<file path="config.mk">
export PLATFORM = sky130hd
export DESIGN_NAME = mosd_detector
export DESIGN_NICKNAME = d
export VERILOG_FILES = /design/src/mosd_pkg.sv /design/src/mosd_activity.sv /design/src/mosd_detector.sv
export VERILOG_INCLUDE_DIRS = /design/src
export SDC_FILE = /design/constraint.sdc
export NUM_CORES = 1
export LEC_CHECK = 0
export BUFFER_PORTS_ARGS = -buffer_cell sky130_fd_sc_hd__buf_4
export CAP_MARGIN = 5
export CORE_MARGIN = 2
export CORE_UTILIZATION = 52
export DETAILED_ROUTE_END_ITERATION = 10
export GPL_ROUTABILITY_DRIVEN = 0
export HOLD_SLACK_MARGIN = 0.06
export PLACE_DENSITY_LB_ADDON = 0.12
export SLEW_MARGIN = 20
export SYNTH_ARGS = -nofsm -noshare
export SYNTH_HDL_FRONTEND = slang
export SYNTH_SLANG_ARGS = --single-unit
</file>
<file path="constraint.sdc">
create_clock -name clk -period 5.3 [get_ports clk]
set_input_delay 1.06 -clock clk [delete_from_list [all_inputs] [get_ports clk]]
set_output_delay 1.06 -clock clk [all_outputs]
set_load 0.02 [all_outputs]
</file>
<file path="src/mosd_defines.svh">
// register offsets, field positions, reset values and timing counts
//
// Notes on behaviour
// detection runs only while detect enable set
// stop detection guaranteed only from 2 MHz
// select bit chooses reset or interrupt
// reset mode: stop initialises then halts device
// halt ends on hardware or monitor-0 reset
// software avoids enabling reset mode while stopped
// interrupt-mode stop selects on-chip source
// sub clock CPU select never touched
// on-chip select forces slow oscillator on
// software keeps fast oscillator enabled when chosen
// stop sets interrupt, flag, stopped status
// restart sets interrupt, flag, clears stopped
// flag blocks interrupts until software clears
// interrupt is non-maskable
// shares vector with watchdog, monitors 1, 2
// handler reads flags then clears detect flag
// software switches back to main clock
// main clock output: direct, by 8, by 32
// sub clock output with field 01b
// software unlocks protect before clock changes
// software keeps output below bus clock
// external main clock keeps running
// lock bit freezes detect enable and source
// detector independent of main clock
`ifndef MOSD_DEFINES_SVH
`define MOSD_DEFINES_SVH

// ----------------------------------------------------------------
// register offsets
// ----------------------------------------------------------------
`define MOSD_ADDR_CLKCTL0 8'h00
`define MOSD_ADDR_CLKCTL1 8'h04
`define MOSD_ADDR_DETCTL  8'h08
`define MOSD_ADDR_PCLKSEL 8'h0C
`define MOSD_ADDR_PROTECT 8'h10
`define MOSD_ADDR_LOCK    8'h14
`define MOSD_ADDR_FASTOSC 8'h18

// ----------------------------------------------------------------
// field positions
// ----------------------------------------------------------------
`define MOSD_F_OUTFIELD   1:0
`define MOSD_F_SUBCPU     7
`define MOSD_F_SLOWOFF    4
`define MOSD_F_DETEN      0
`define MOSD_F_ONCHIP     1
`define MOSD_F_DETFLAG    2
`define MOSD_F_STOPPED    3
`define MOSD_F_IRQSEL     7
`define MOSD_F_OUTMAIN    5
`define MOSD_F_UNLOCK     0
`define MOSD_F_CHGLOCK    0
`define MOSD_F_FASTEN     0
`define MOSD_F_FASTCHOICE 1

// ----------------------------------------------------------------
// reset values and output field codes
// ----------------------------------------------------------------
`define MOSD_RST_ONCHIP   1'b1
`define MOSD_OUT_MAIN     2'h0
`define MOSD_OUT_SUB      2'h1
`define MOSD_OUT_DIV8     2'h2
`define MOSD_OUT_DIV32    2'h3

// ----------------------------------------------------------------
// timing
// ----------------------------------------------------------------
`define MOSD_CLK_MHZ      25
`define MOSD_MIN_MAIN_MHZ 2
`define MOSD_QUIET_CYC    ((`MOSD_CLK_MHZ + `MOSD_MIN_MAIN_MHZ - 1) / `MOSD_MIN_MAIN_MHZ)
`define MOSD_QUIET_W      5

`endif

</file>
<file path="src/mosd_pkg.sv">
// types shared by the oscillator stop/restart detector
`include "mosd_defines.svh"
package mosd_pkg;

   // physical state of the main oscillator as seen by the detector
   typedef enum logic {MOSD_RUN, MOSD_STOP} mosd_osc_t;

   // state of the activity watcher
   typedef struct packed {
      logic                     prev;
      logic [`MOSD_QUIET_W-1:0] cnt;
   } mosd_act_t;

   // state of the detector top
   typedef struct packed {
      mosd_osc_t  osc;
      logic       halted;
      logic       detEn;
      logic       irqSel;
      logic       onchipSel;
      logic       detFlag;
      logic       stopped;
      logic       slowOff;
      logic       fastEn;
      logic       fastChoice;
      logic       subCpu;
      logic [1:0] outField;
      logic       outMain;
      logic       unlock;
      logic       chgLock;
      logic       irq;
      logic       clock_output_pin;
      logic [4:0] div;
      logic [7:0] rdData;
   } mosd_state_t;

endpackage

</file>
<file path="src/mosd_activity.sv">
// watches the main oscillator input for edges and long silence
`timescale 1ns/100ps
`include "mosd_defines.svh"
module mosd_activity
   import mosd_pkg::*;
#(
   parameter int QUIET_CYC = `MOSD_QUIET_CYC
)(
   // clock and reset
   input  wire logic clk,
   input  wire logic rst,
   // oscillator
   input  wire logic oscIn,
   // activity
   output logic      edgeSeen,
   output logic      quiet
);

   localparam logic [`MOSD_QUIET_W-1:0] QLIM = `MOSD_QUIET_W'(QUIET_CYC);

   mosd_act_t s;
   mosd_act_t next_s;

   // ----------------------------------------------------------------
   // edge and silence counter
   // ----------------------------------------------------------------

   // runs on the system clock, never on the watched oscillator
   always_comb begin
      next_s      = s;
      next_s.prev = oscIn;
      if (oscIn && !s.prev)
         next_s.cnt = '0;
      else if (s.cnt != QLIM)
         next_s.cnt = s.cnt + 1'b1;
   end

   // state register
   always_ff @(posedge clk) begin
      if (rst)
         s <= '0;
      else
         s <= next_s;
   end

   // silence longer than one period of the slowest usable clock
   assign edgeSeen = oscIn && !s.prev;
   assign quiet    = (s.cnt == QLIM);
endmodule

</file>
<file path="src/mosd_detector.sv">
// main oscillator stop/restart detector with clock select registers
`timescale 1ns/100ps
`include "mosd_defines.svh"
module mosd_detector
   import mosd_pkg::*;
#(
   parameter int QUIET_CYC = `MOSD_QUIET_CYC
)(
   // clock and reset
   input  wire logic       clk,
   input  wire logic       rst,
   // register port
   input  wire logic [7:0] regAddr,
   input  wire logic [7:0] regWData,
   input  wire logic       regWr,
   input  wire logic       regRd,
   output logic      [7:0] regRData,
   // clock sources and other reset/interrupt sources
   input  wire logic       mainOscIn,
   input  wire logic       subClkIn,
   input  wire logic       voltMon0Rst,
   input  wire logic       wdtIrq,
   input  wire logic       voltMon1Irq,
   input  wire logic       voltMon2Irq,
   // reset and interrupt requests
   output logic            oscStopReset,
   output logic            oscNmi,
   output logic            sharedNmi,
   // clock generator controls
   output logic            clockOutPin,
   output logic            onchipSourceSelect,
   output logic            slowOscOff,
   output logic            fastOscEnable,
   output logic            fastOscChoice,
   output logic            subClockCpuSelect,
   output logic            mainClockStopped
);

   localparam mosd_state_t RST_STATE = '{
      osc:        MOSD_RUN,
      halted:     1'b0,
      detEn:      1'b0,
      irqSel:     1'b0,
      onchipSel:  `MOSD_RST_ONCHIP,
      detFlag:    1'b0,
      stopped:    1'b0,
      slowOff:    1'b0,
      fastEn:     1'b0,
      fastChoice: 1'b0,
      subCpu:     1'b0,
      outField:   2'h0,
      outMain:    1'b0,
      unlock:     1'b0,
      chgLock:    1'b0,
      irq:        1'b0,
      clock_output_pin:     1'b0,
      div:        5'h00,
      rdData:     8'h00
   };

   mosd_state_t s;
   mosd_state_t next_s;
   logic        edgeSeen;
   logic        quiet;
   logic        stopEv;
   logic        restartEv;
   logic        wrOk;
   logic        mainSel;

   // ----------------------------------------------------------------
   // oscillator activity
   // ----------------------------------------------------------------

   // watcher runs on the system clock so a dead main clock is seen
   mosd_activity #(
      .QUIET_CYC (QUIET_CYC)
   ) uActivity (
      .clk      (clk),
      .rst      (rst),
      .oscIn    (mainOscIn),
      .edgeSeen (edgeSeen),
      .quiet    (quiet)
   );

   // stop and restart events from the physical oscillator state
   assign stopEv    = quiet && (s.osc == MOSD_RUN);
   assign restartEv = edgeSeen && (s.osc == MOSD_STOP);
   assign wrOk      = regWr && s.unlock;
   assign mainSel   = !s.subCpu && !s.onchipSel;

   // ----------------------------------------------------------------
   // next state
   // ----------------------------------------------------------------

   // register access, detection, clock output, halt handling
   always_comb begin
      logic      holdHalt;
      mosd_osc_t holdOsc;
      holdHalt      = 1'b0;
      holdOsc       = MOSD_RUN;
      next_s        = s;
      next_s.irq    = 1'b0;
      next_s.rdData = 8'h00;

      // read data, unmapped offsets read as zero
      if (regRd) begin
         if (regAddr == `MOSD_ADDR_CLKCTL0) begin
            next_s.rdData[`MOSD_F_OUTFIELD] = s.outField;
            next_s.rdData[`MOSD_F_SUBCPU]   = s.subCpu;
         end else if (regAddr == `MOSD_ADDR_CLKCTL1) begin
            next_s.rdData[`MOSD_F_SLOWOFF] = s.slowOff;
         end else if (regAddr == `MOSD_ADDR_DETCTL) begin
            next_s.rdData[`MOSD_F_DETEN]   = s.detEn;
            next_s.rdData[`MOSD_F_ONCHIP]  = s.onchipSel;
            next_s.rdData[`MOSD_F_DETFLAG] = s.detFlag;
            next_s.rdData[`MOSD_F_STOPPED] = s.stopped;
            next_s.rdData[`MOSD_F_IRQSEL]  = s.irqSel;
         end else if (regAddr == `MOSD_ADDR_PCLKSEL) begin
            next_s.rdData[`MOSD_F_OUTMAIN] = s.outMain;
         end else if (regAddr == `MOSD_ADDR_PROTECT) begin
            next_s.rdData[`MOSD_F_UNLOCK] = s.unlock;
         end else if (regAddr == `MOSD_ADDR_LOCK) begin
            next_s.rdData[`MOSD_F_CHGLOCK] = s.chgLock;
         end else if (regAddr == `MOSD_ADDR_FASTOSC) begin
            next_s.rdData[`MOSD_F_FASTEN]     = s.fastEn;
            next_s.rdData[`MOSD_F_FASTCHOICE] = s.fastChoice;
         end
      end

      // writes; clock registers only while the protect is released
      if (regWr && regAddr == `MOSD_ADDR_PROTECT) begin
         next_s.unlock = regWData[`MOSD_F_UNLOCK];
      end else if (regWr && regAddr == `MOSD_ADDR_LOCK) begin
         next_s.chgLock = regWData[`MOSD_F_CHGLOCK];
      end else if (wrOk && regAddr == `MOSD_ADDR_CLKCTL0) begin
         next_s.outField = regWData[`MOSD_F_OUTFIELD];
         if (!s.chgLock)
            next_s.subCpu = regWData[`MOSD_F_SUBCPU];
      end else if (wrOk && regAddr == `MOSD_ADDR_CLKCTL1) begin
         next_s.slowOff = regWData[`MOSD_F_SLOWOFF];
      end else if (wrOk && regAddr == `MOSD_ADDR_DETCTL) begin
         next_s.irqSel    = regWData[`MOSD_F_IRQSEL];
         next_s.onchipSel = regWData[`MOSD_F_ONCHIP];
         if (!s.chgLock)
            next_s.detEn = regWData[`MOSD_F_DETEN];
         if (!regWData[`MOSD_F_DETFLAG])
            next_s.detFlag = 1'b0;
      end else if (wrOk && regAddr == `MOSD_ADDR_PCLKSEL) begin
         next_s.outMain = regWData[`MOSD_F_OUTMAIN];
      end else if (wrOk && regAddr == `MOSD_ADDR_FASTOSC) begin
         next_s.fastEn     = regWData[`MOSD_F_FASTEN];
         next_s.fastChoice = regWData[`MOSD_F_FASTCHOICE];
      end

      // oscillator state follows the pin whatever the enable
      if (stopEv)
         next_s.osc = MOSD_STOP;
      else if (restartEv)
         next_s.osc = MOSD_RUN;

      // detection acts only when enabled; the sub clock select and
      // the fast oscillator bits are left alone
      if (s.detEn && (stopEv || restartEv)) begin
         if (!s.irqSel) begin
            next_s.halted = 1'b1;
         end else begin
            next_s.slowOff = 1'b0;
            next_s.stopped = stopEv;
            if (stopEv)
               next_s.onchipSel = 1'b1;
            if (!s.detFlag)
               next_s.irq = 1'b1;
            next_s.detFlag = 1'b1;
         end
      end

      // on-chip source always runs with the slow oscillator on
      if (next_s.onchipSel)
         next_s.slowOff = 1'b0;

      // divider counts main oscillator rising edges
      if (edgeSeen)
         next_s.div = s.div + 5'h01;

      // clock output source select
      next_s.clock_output_pin = 1'b0;
      if (mainSel && s.outMain && s.outField == `MOSD_OUT_MAIN)
         next_s.clock_output_pin = mainOscIn;
      else if (mainSel && !s.outMain && s.outField == `MOSD_OUT_DIV8)
         next_s.clock_output_pin = s.div[2];
      else if (mainSel && !s.outMain && s.outField == `MOSD_OUT_DIV32)
         next_s.clock_output_pin = s.div[4];
      else if (s.subCpu && !s.outMain && s.outField == `MOSD_OUT_SUB)
         next_s.clock_output_pin = subClkIn;

      // halted device is held initialised until monitor-0 reset
      if (s.halted || voltMon0Rst) begin
         holdHalt      = next_s.halted && !voltMon0Rst;
         holdOsc       = next_s.osc;
         next_s        = RST_STATE;
         next_s.halted = holdHalt;
         next_s.osc    = holdOsc;
      end
   end

   // state register, hardware reset releases the halt
   always_ff @(posedge clk) begin
      if (rst)
         s <= RST_STATE;
      else
         s <= next_s;
   end

   // ----------------------------------------------------------------
   // outputs
   // ----------------------------------------------------------------

   // requests; the shared vector merges the other sources
   assign oscStopReset       = s.halted;
   assign oscNmi             = s.irq;
   assign sharedNmi          = s.irq | wdtIrq | voltMon1Irq | voltMon2Irq;
   assign regRData           = s.rdData;
   assign clockOutPin        = s.clock_output_pin;
   assign onchipSourceSelect = s.onchipSel;
   assign slowOscOff         = s.slowOff;
   assign fastOscEnable      = s.fastEn;
   assign fastOscChoice      = s.fastChoice;
   assign subClockCpuSelect  = s.subCpu;
   assign mainClockStopped   = s.stopped;
endmodule

</file>
==> results of run 1 <==
metrics by stage:
step / instance area (µm²) / instances / worst slack, ps
after floorplan: 1720 / 185 / 2550
after global placement: 1970 / 254 / 2400
after detailed placement: 1970 / 254 / 2390
after CTS: 2050 / 262 / 2390
after global routing: 2050 / 262 / 2390
final: 2050 / 262 / 2400
synthesized netlist by cell type (all sizes together):
cell	count	share of area (%)
a211o	1	0.51
a211oi	2	0.87
a21oi	4	1.2
a22oi	1	0.44
a31oi	3	1.1
and2	1	0.36
and3	5	1.8
and4	1	0.51
and4b	2	1.2
buf	11	5.0
clkbuf	4	0.87
conb	1	0.22
dfxtp	36	42
ha	3	2.2
inv	4	0.87
mux2	2	1.3
mux2i	15	8.7
nand2	7	1.5
nand2b	1	0.36
nand3	6	1.7
nand3b	3	1.3
nand4	3	1.1
nand4b	2	1.0
nor2	24	5.2
nor2b	4	1.5
nor3	8	2.3
nor3b	1	0.73
nor4	7	3.3
nor4b	3	1.9
o21a	1	0.44
o21ai	4	1.2
o31ai	1	0.44
or2	2	0.73
or3	2	1.0
or4	3	1.5
xnor2	3	1.5
xor2	4	2.0
worst max-delay path: stages:
cell   delay, ps
buf_4        100
or4_1        510
buf_4        170
power by group through the flow:
stage | logic (mW) | clock network, mW | registers [mW]
after global placement | 0.0374 | 0 | 0.280
after detailed placement | 0.0385 | 0 | 0.281
final | 0.0388 | 0.190 | 0.274
after floorplan | 0.0199 | 0 | 0.280
after global routing | 0.0429 | 0.205 | 0.275
after CTS | 0.0388 | 0.195 | 0.274
per-layer routing:
layer	vias up	track usage, %	wire length [µm]
met5	-	0	0
met4	0	10.3	63
met3	9	6.72	242
met2	50	35.7	1740
met1	685	22.2	1500
li1	720	-	-
cells in the final DEF (no fill, tap or decap), types with 3 or more instances in the layout:
master | synthesis | final
clkbuf_4 | 0 | 5
nor2_1 | 24 | 24
buf_4 | 8 | 40
nand3b_1 | 3 | 3
xnor2_1 | 3 | 3
dfxtp_1 | 36 | 36
inv_1 | 4 | 4
nor3_1 | 8 | 8
mux2i_1 | 15 | 15
nand4_1 | 3 | 3
nand3_1 | 6 | 6
nor4_1 | 5 | 5
o21ai_0 | 4 | 4
nor2b_1 | 4 | 4
ha_1 | 3 | 3
xor2_1 | 4 | 4
a21oi_1 | 4 | 4
and3_1 | 5 | 5
a31oi_1 | 3 | 3
nand2_1 | 7 | 7
how the worst min path moves through the flow:
stage | start | endpoint | slack [ps] | depth (start not counted)
2_1_floorplan | s[25] | oscNmi | 410 | 1
4_1_cts | s[25] | oscNmi | 460 | 1
5_1_grt | s[25] | oscNmi | 480 | 1
3_5_place_dp | s[25] | oscNmi | 430 | 1
3_3_place_gp | s[25] | oscNmi | 420 | 1
6_report | slowOscOff | regRData[4] | 460 | 2
cell families (layout without fill, tap and decap cells):
kind of cell    Yosys count  after routing  share of synthesized area [%]
flops                    36             36                           42.0
compound gates           17             17                           6.12
simple gates             85             85                           29.1
buf+inv                  19             52                           6.77
xor+xnor                  7              7                           3.57
other cells               1              1                          0.218
fa+ha+maj                 3              3                           2.19
mux                      17             17                           10.1
layout make-up:
cell class              count  share of cell area (%)
clock buffers               5                    1.83
clock inverters             3                    2.07
inverters                   4                   0.732
multi-input cells         130                    42.9
flip-flops and latches     36                    35.1
well taps                  44                    2.68
repair buffers             40                    14.6
==> flow_summary.toml, run 1 <==
[job]
drv_cap = 0

[power]
p_comb_share_pct = 7.7
total_power_uw = 503
clkPwrFrac_pct = 37.7
power_leakage_nw = 0.820
switchingPower_uw = 113
p_per_area_nw_per_um2 = 245
ir_drop_mv = 0.190
p_sw_share_pct = 22.5
pwr-share-seq_pct = 54.6
internal_power_uw = 389

[grt]
grt_start_max_net_pins = 19
grt_pass1_wl_mm = 5.79
grt_pass1_vias = 1408
grt_use_total_pct = 20.5
grt_overflow = 0
antenna_found_initial = 0

[run_status]
status = "finished, final reports clean"

[clocking]
clockRootBuffer = "clkbuf_4"
ctsHoldBuffers = 0
h-tree-depth = 2
cts_tree = "built"
clock_latency_ps = 330
clock_path_buffers = 2
cts_buffers = 5
cts.sinks = 36
cts_setup_buffers = 0
cts-resized-gates = 0
path_clk_slew_ps = 110

[cells_and_area]
drive_above_1_share_pct = 26.1
top_register = "s"
fillers = 293
final-seq-area_um2 = 721
multi_input_area_um2 = 881
area_growth_pct = 19.4
final_net_count = 246
largest_reg_flops = 14
diodes = 0
fin_util_pct = 66.1

[worst_setup_path]
startpoint = "wdtIrq"
crit_type = "input port to output port"
critPathRequiredTime_ps = 4240
crit_path_start_kind = "input port"
path_max_fanout = 1
arrival_ps = 1840
reg2reg_slack_ps = 3650
cp-end-kind = "output port"
reg2reg_from = "uActivity.s[0]"
worstReg2RegEnd = "slowOscOff"
worstRegToRegCells = 5
crit_end = "sharedNmi"

[floorplanning]
die-width_um = 61.5
fp-row-count = 20
ios = 44
die_h_um = 61.5
start_util_pct = 55.4
core_area_um2 = 3100
die_area_um2 = 3780

[place]
io_buffers = 40
dp_hpwl_mm = 2.66

[yosys]
ys_seq_elements = 36
synthesis.nets = 214
synth_cells = 185
ys_warn_count = 0
synth.distinct_cells = 44
ys_seq_area_share_pct = 42.0
avgSynthCellArea_um2 = 9.29
syn-cell-area_um2 = 1720

[sta]
rsz0062_at_grt = "false"
hold_slack_ps = 458
final_max_slew_viol_count = 0
finalHoldViolCount = 0
tns_ps = 0
fin_crit_ps = 2900
fin_crit_sh_pct = 54.8
finalSetupViolCount = 0
max_freq_mhz = 345
finClkSkew_ps = 4.49
slew_headroom_pct = 56.1
tightest_slew_ps = 649

[detailed_routing]
dr_total_vias = 1464
avgRoutedWirePerCell_um = 13.5
via_per_inst = 5.59
drt_iter0_markers = 58
drtAntennaViolNets = 0
firstDrtPassIters = 5
wirelength_mm = 3.54
drc = 0

[hold_path]
hold_class = "flop to flop"
(Power assumes the default switching activity.)
==> run 2: changes to the inputs <==
- ABC_AREA: unset -> 1
- CORE_UTILIZATION: 52 -> 47
- clock period: 5.3 -> 2.6 ns (I/O delays scaled with it)
==> run 2 against run 1 <==
Clock-buffer cell count rose by 1. Clock power rose to 2.5 times the previous value. Worst setup slack got worse by 1600 ps. Final cell count rose by 26%. Critical path depth did not move. First-iteration DRC count rose by 83%. Sequential share of layout area fell by 1.4 points. Synthesized cell count rose by 31%. Synthesized area rose by 1.2%. Global-route usage fell by 1.7 points. Non-clock buffer count did not move. Utilization fell by 6.8 points.
==> flow_summary.toml, run 2 <==
[yosys]
synth.distinct_cells = 29
synth_top_area_share_pct = 41.4
synth_cells = 243
avgSynthCellArea_um2 = 7.16
yosys-top-cells-area = "dfxtp_1 41%, nand2_1 9.5%, inv_1 7.8%"
ys_warn_count = 0
ys_seq_elements = 36
yosysMostFrequentCell = "nand2_1"
syn-cell-area_um2 = 1740
ys_seq_area_share_pct = 41.4
yosys-top-cells-count = "44 x nand2_1, 36 x dfxtp_1, 36 x inv_1"
synthesis.nets = 272
synthArstFlopShare_pct = 0
synth_edf_count = 0
ys.flop_type = "dfxtp_1"
synth_top_area_cell = "dfxtp_1"

[clocking]
cts_buffers = 5
cts.sinks = 36
clock_latency_ps = 290
h-tree-depth = 2
cts_setup_buffers = 0
clockRootBuffer = "clkbuf_8"
ctsHoldBuffers = 0
cts_tree = "built"
clock_path_buffers = 2
cts-resized-gates = 0
path_clk_slew_ps = 70

[power]
p_comb_share_pct = 7.2
clkPwrFrac_pct = 42.8
total_power_mw = 1.12
p_per_area_nw_per_um2 = 524
power_leakage_nw = 0.899
switchingPower_uw = 243
pwr-share-seq_pct = 49.9
p_sw_share_pct = 21.7
internal_power_uw = 878
ir_drop_mv = 0.284

[cells_and_area]
largest_reg_flops = 14
area_growth_pct = 23.0
fillers = 376
top_register = "s"
layout_common_cells = "44 x nand2_1, 40 x buf_4, 36 x inv_1, 36 x dfxtp_1, 30 x nor2_1"
diodes = 0
fin_util_pct = 59.3
final_common_cell = "nand2_1"
drive_above_1_share_pct = 21.3
final_net_count = 310
layout.cells.non_filler = 330

[worst_setup_path]
cpMaxStageDelayCell = "or4_1"
arrival_ps = 1290
crit_path_start_kind = "input port"
critPathRequiredTime_ps = 2080
cp_common_cell = "buf_4"
worstRegToRegCells = 8
path_cells = "buf_4, or4_1, buf_4"
path_max_fanout = 1
worst_path_largest_cell_delay_ps = 500
crit_type = "input port to output port"
cp-end-kind = "output port"

[floorplanning]
ios = 44
die_area_um2 = 4200
fp-row-count = 22
start_util_pct = 48.2
core_area_um2 = 3610
die-width_um = 64.8
die_h_um = 64.8

[grt]
grt_pass1_vias = 1373
grt_start_max_net_pins = 18
grt_pass1_wl_mm = 6.11
grt_overflow = 0
antenna_found_initial = 0
grt_use_total_pct = 18.8

[sta]
tightest_slew_ps = 620
slew_headroom_pct = 58.6
final_max_slew_viol_count = 0
finalSetupViolCount = 0
fin_crit_sh_pct = 69.8
worst_slack_ps = 786
fin_crit_ps = 1810
tns_ps = 0
max_freq_mhz = 551
finClkSkew_ps = 11.5
rsz0062_at_grt = "false"
finalHoldViolCount = 0

[detailed_routing]
firstDrtPassIters = 4
dr_total_vias = 1577
via_per_inst = 4.78
drtAntennaViolNets = 0
drc = 0
wirelength_mm = 3.51
avgRoutedWirePerCell_um = 10.6
drt_iter0_markers = 106

[place]
dp_hpwl_mm = 2.69
dp_slack_ps = 786
io_buffers = 40
placedCellCount = 322

[job]
drv_cap = 0

[hold_path]
hold_class = "input port to flop"
worstHoldPathCells = 2

[run_status]
status = "finished, final reports clean"
-- run 2: cell types whose count changed after synthesis, moves of 6 or more --
cell | previous run | this run
nand2_1 | 7 | 44
inv_1 | 4 | 36
a21oi_1 | 4 | 20
mux2i_1 | 15 | 0
nand3_1 | 6 | 19
o21ai_0 | 4 | 16
nor2_1 | 24 | 30
nor3_1 | 8 | 2
-- run 2: worst paths after layout --
path / from / endpoint / slack, ps
setup / recovery: wdtIrq / sharedNmi / 790
hold / removal: rst / s[30] / 430
setup reg to reg: uActivity.s[0] / slowOscOff / 1140
hold reg to reg: s[25] / oscNmi / 450
-- run 2: stage by stage --
stage | area [µm²] | hold slack, ps
2_1_floorplan | 1740 | 413
3_3_place_gp | 2030 | 435
3_5_place_dp | 2030 | 433
4_1_cts | 2140 | 421
5_1_grt | 2140 | 423
6_report | 2140 | 430
-- run 2: power groups by stage --
| stage | clock (mW) | combinational, mW | sequential [mW] |
|---|---|---|---|
| after global placement | 0 | 0.0798 | 0.573 |
| after global routing | 0.523 | 0.0927 | 0.560 |
| final | 0.480 | 0.0810 | 0.560 |
| after detailed placement | 0 | 0.0814 | 0.573 |
| after CTS | 0.493 | 0.0815 | 0.560 |
| after floorplan | 0 | 0.0419 | 0.572 |
-- run 2: cell type report --
type | instances | area (µm²) | share of cell area [%]
Multi-Input combinational cell | 160 | 808 | 37.8
Sequential cell | 36 | 721 | 33.7
Timing Repair Buffer | 40 | 300 | 14.0
Inverter | 38 | 143 | 6.67
Clock buffer | 6 | 72.6 | 3.39
Tap cell | 48 | 60.1 | 2.81
Clock inverter | 2 | 35.0 | 1.64
-- run 2: logic make-up after synthesis --
logic type | share of synthesized area [%]
other cells | 0.216
simple gates | 31.4
xor+xnor | 1.51
flops | 41.4
fa+ha+maj | 2.16
compound gates | 11.2
buf+inv | 12.1
-- run 2: routing by layer --
| metal | vias up | global-route usage, % | part of all wire [%] |
|---|---|---|---|
| met4 | 0 | 7.18 | 0.68 |
| li1 | 844 | - | - |
| met5 | - | 0 | 0 |
| met2 | 44 | 29.1 | 42 |
| met3 | 4 | 4.34 | 6.7 |
| met1 | 685 | 25.4 | 50 |
-- run 2: critical path: cells and delay by family --
kind	cells	cell delay [ps]
and+or+nand+nor	1	500
buffers and inverters	2	270
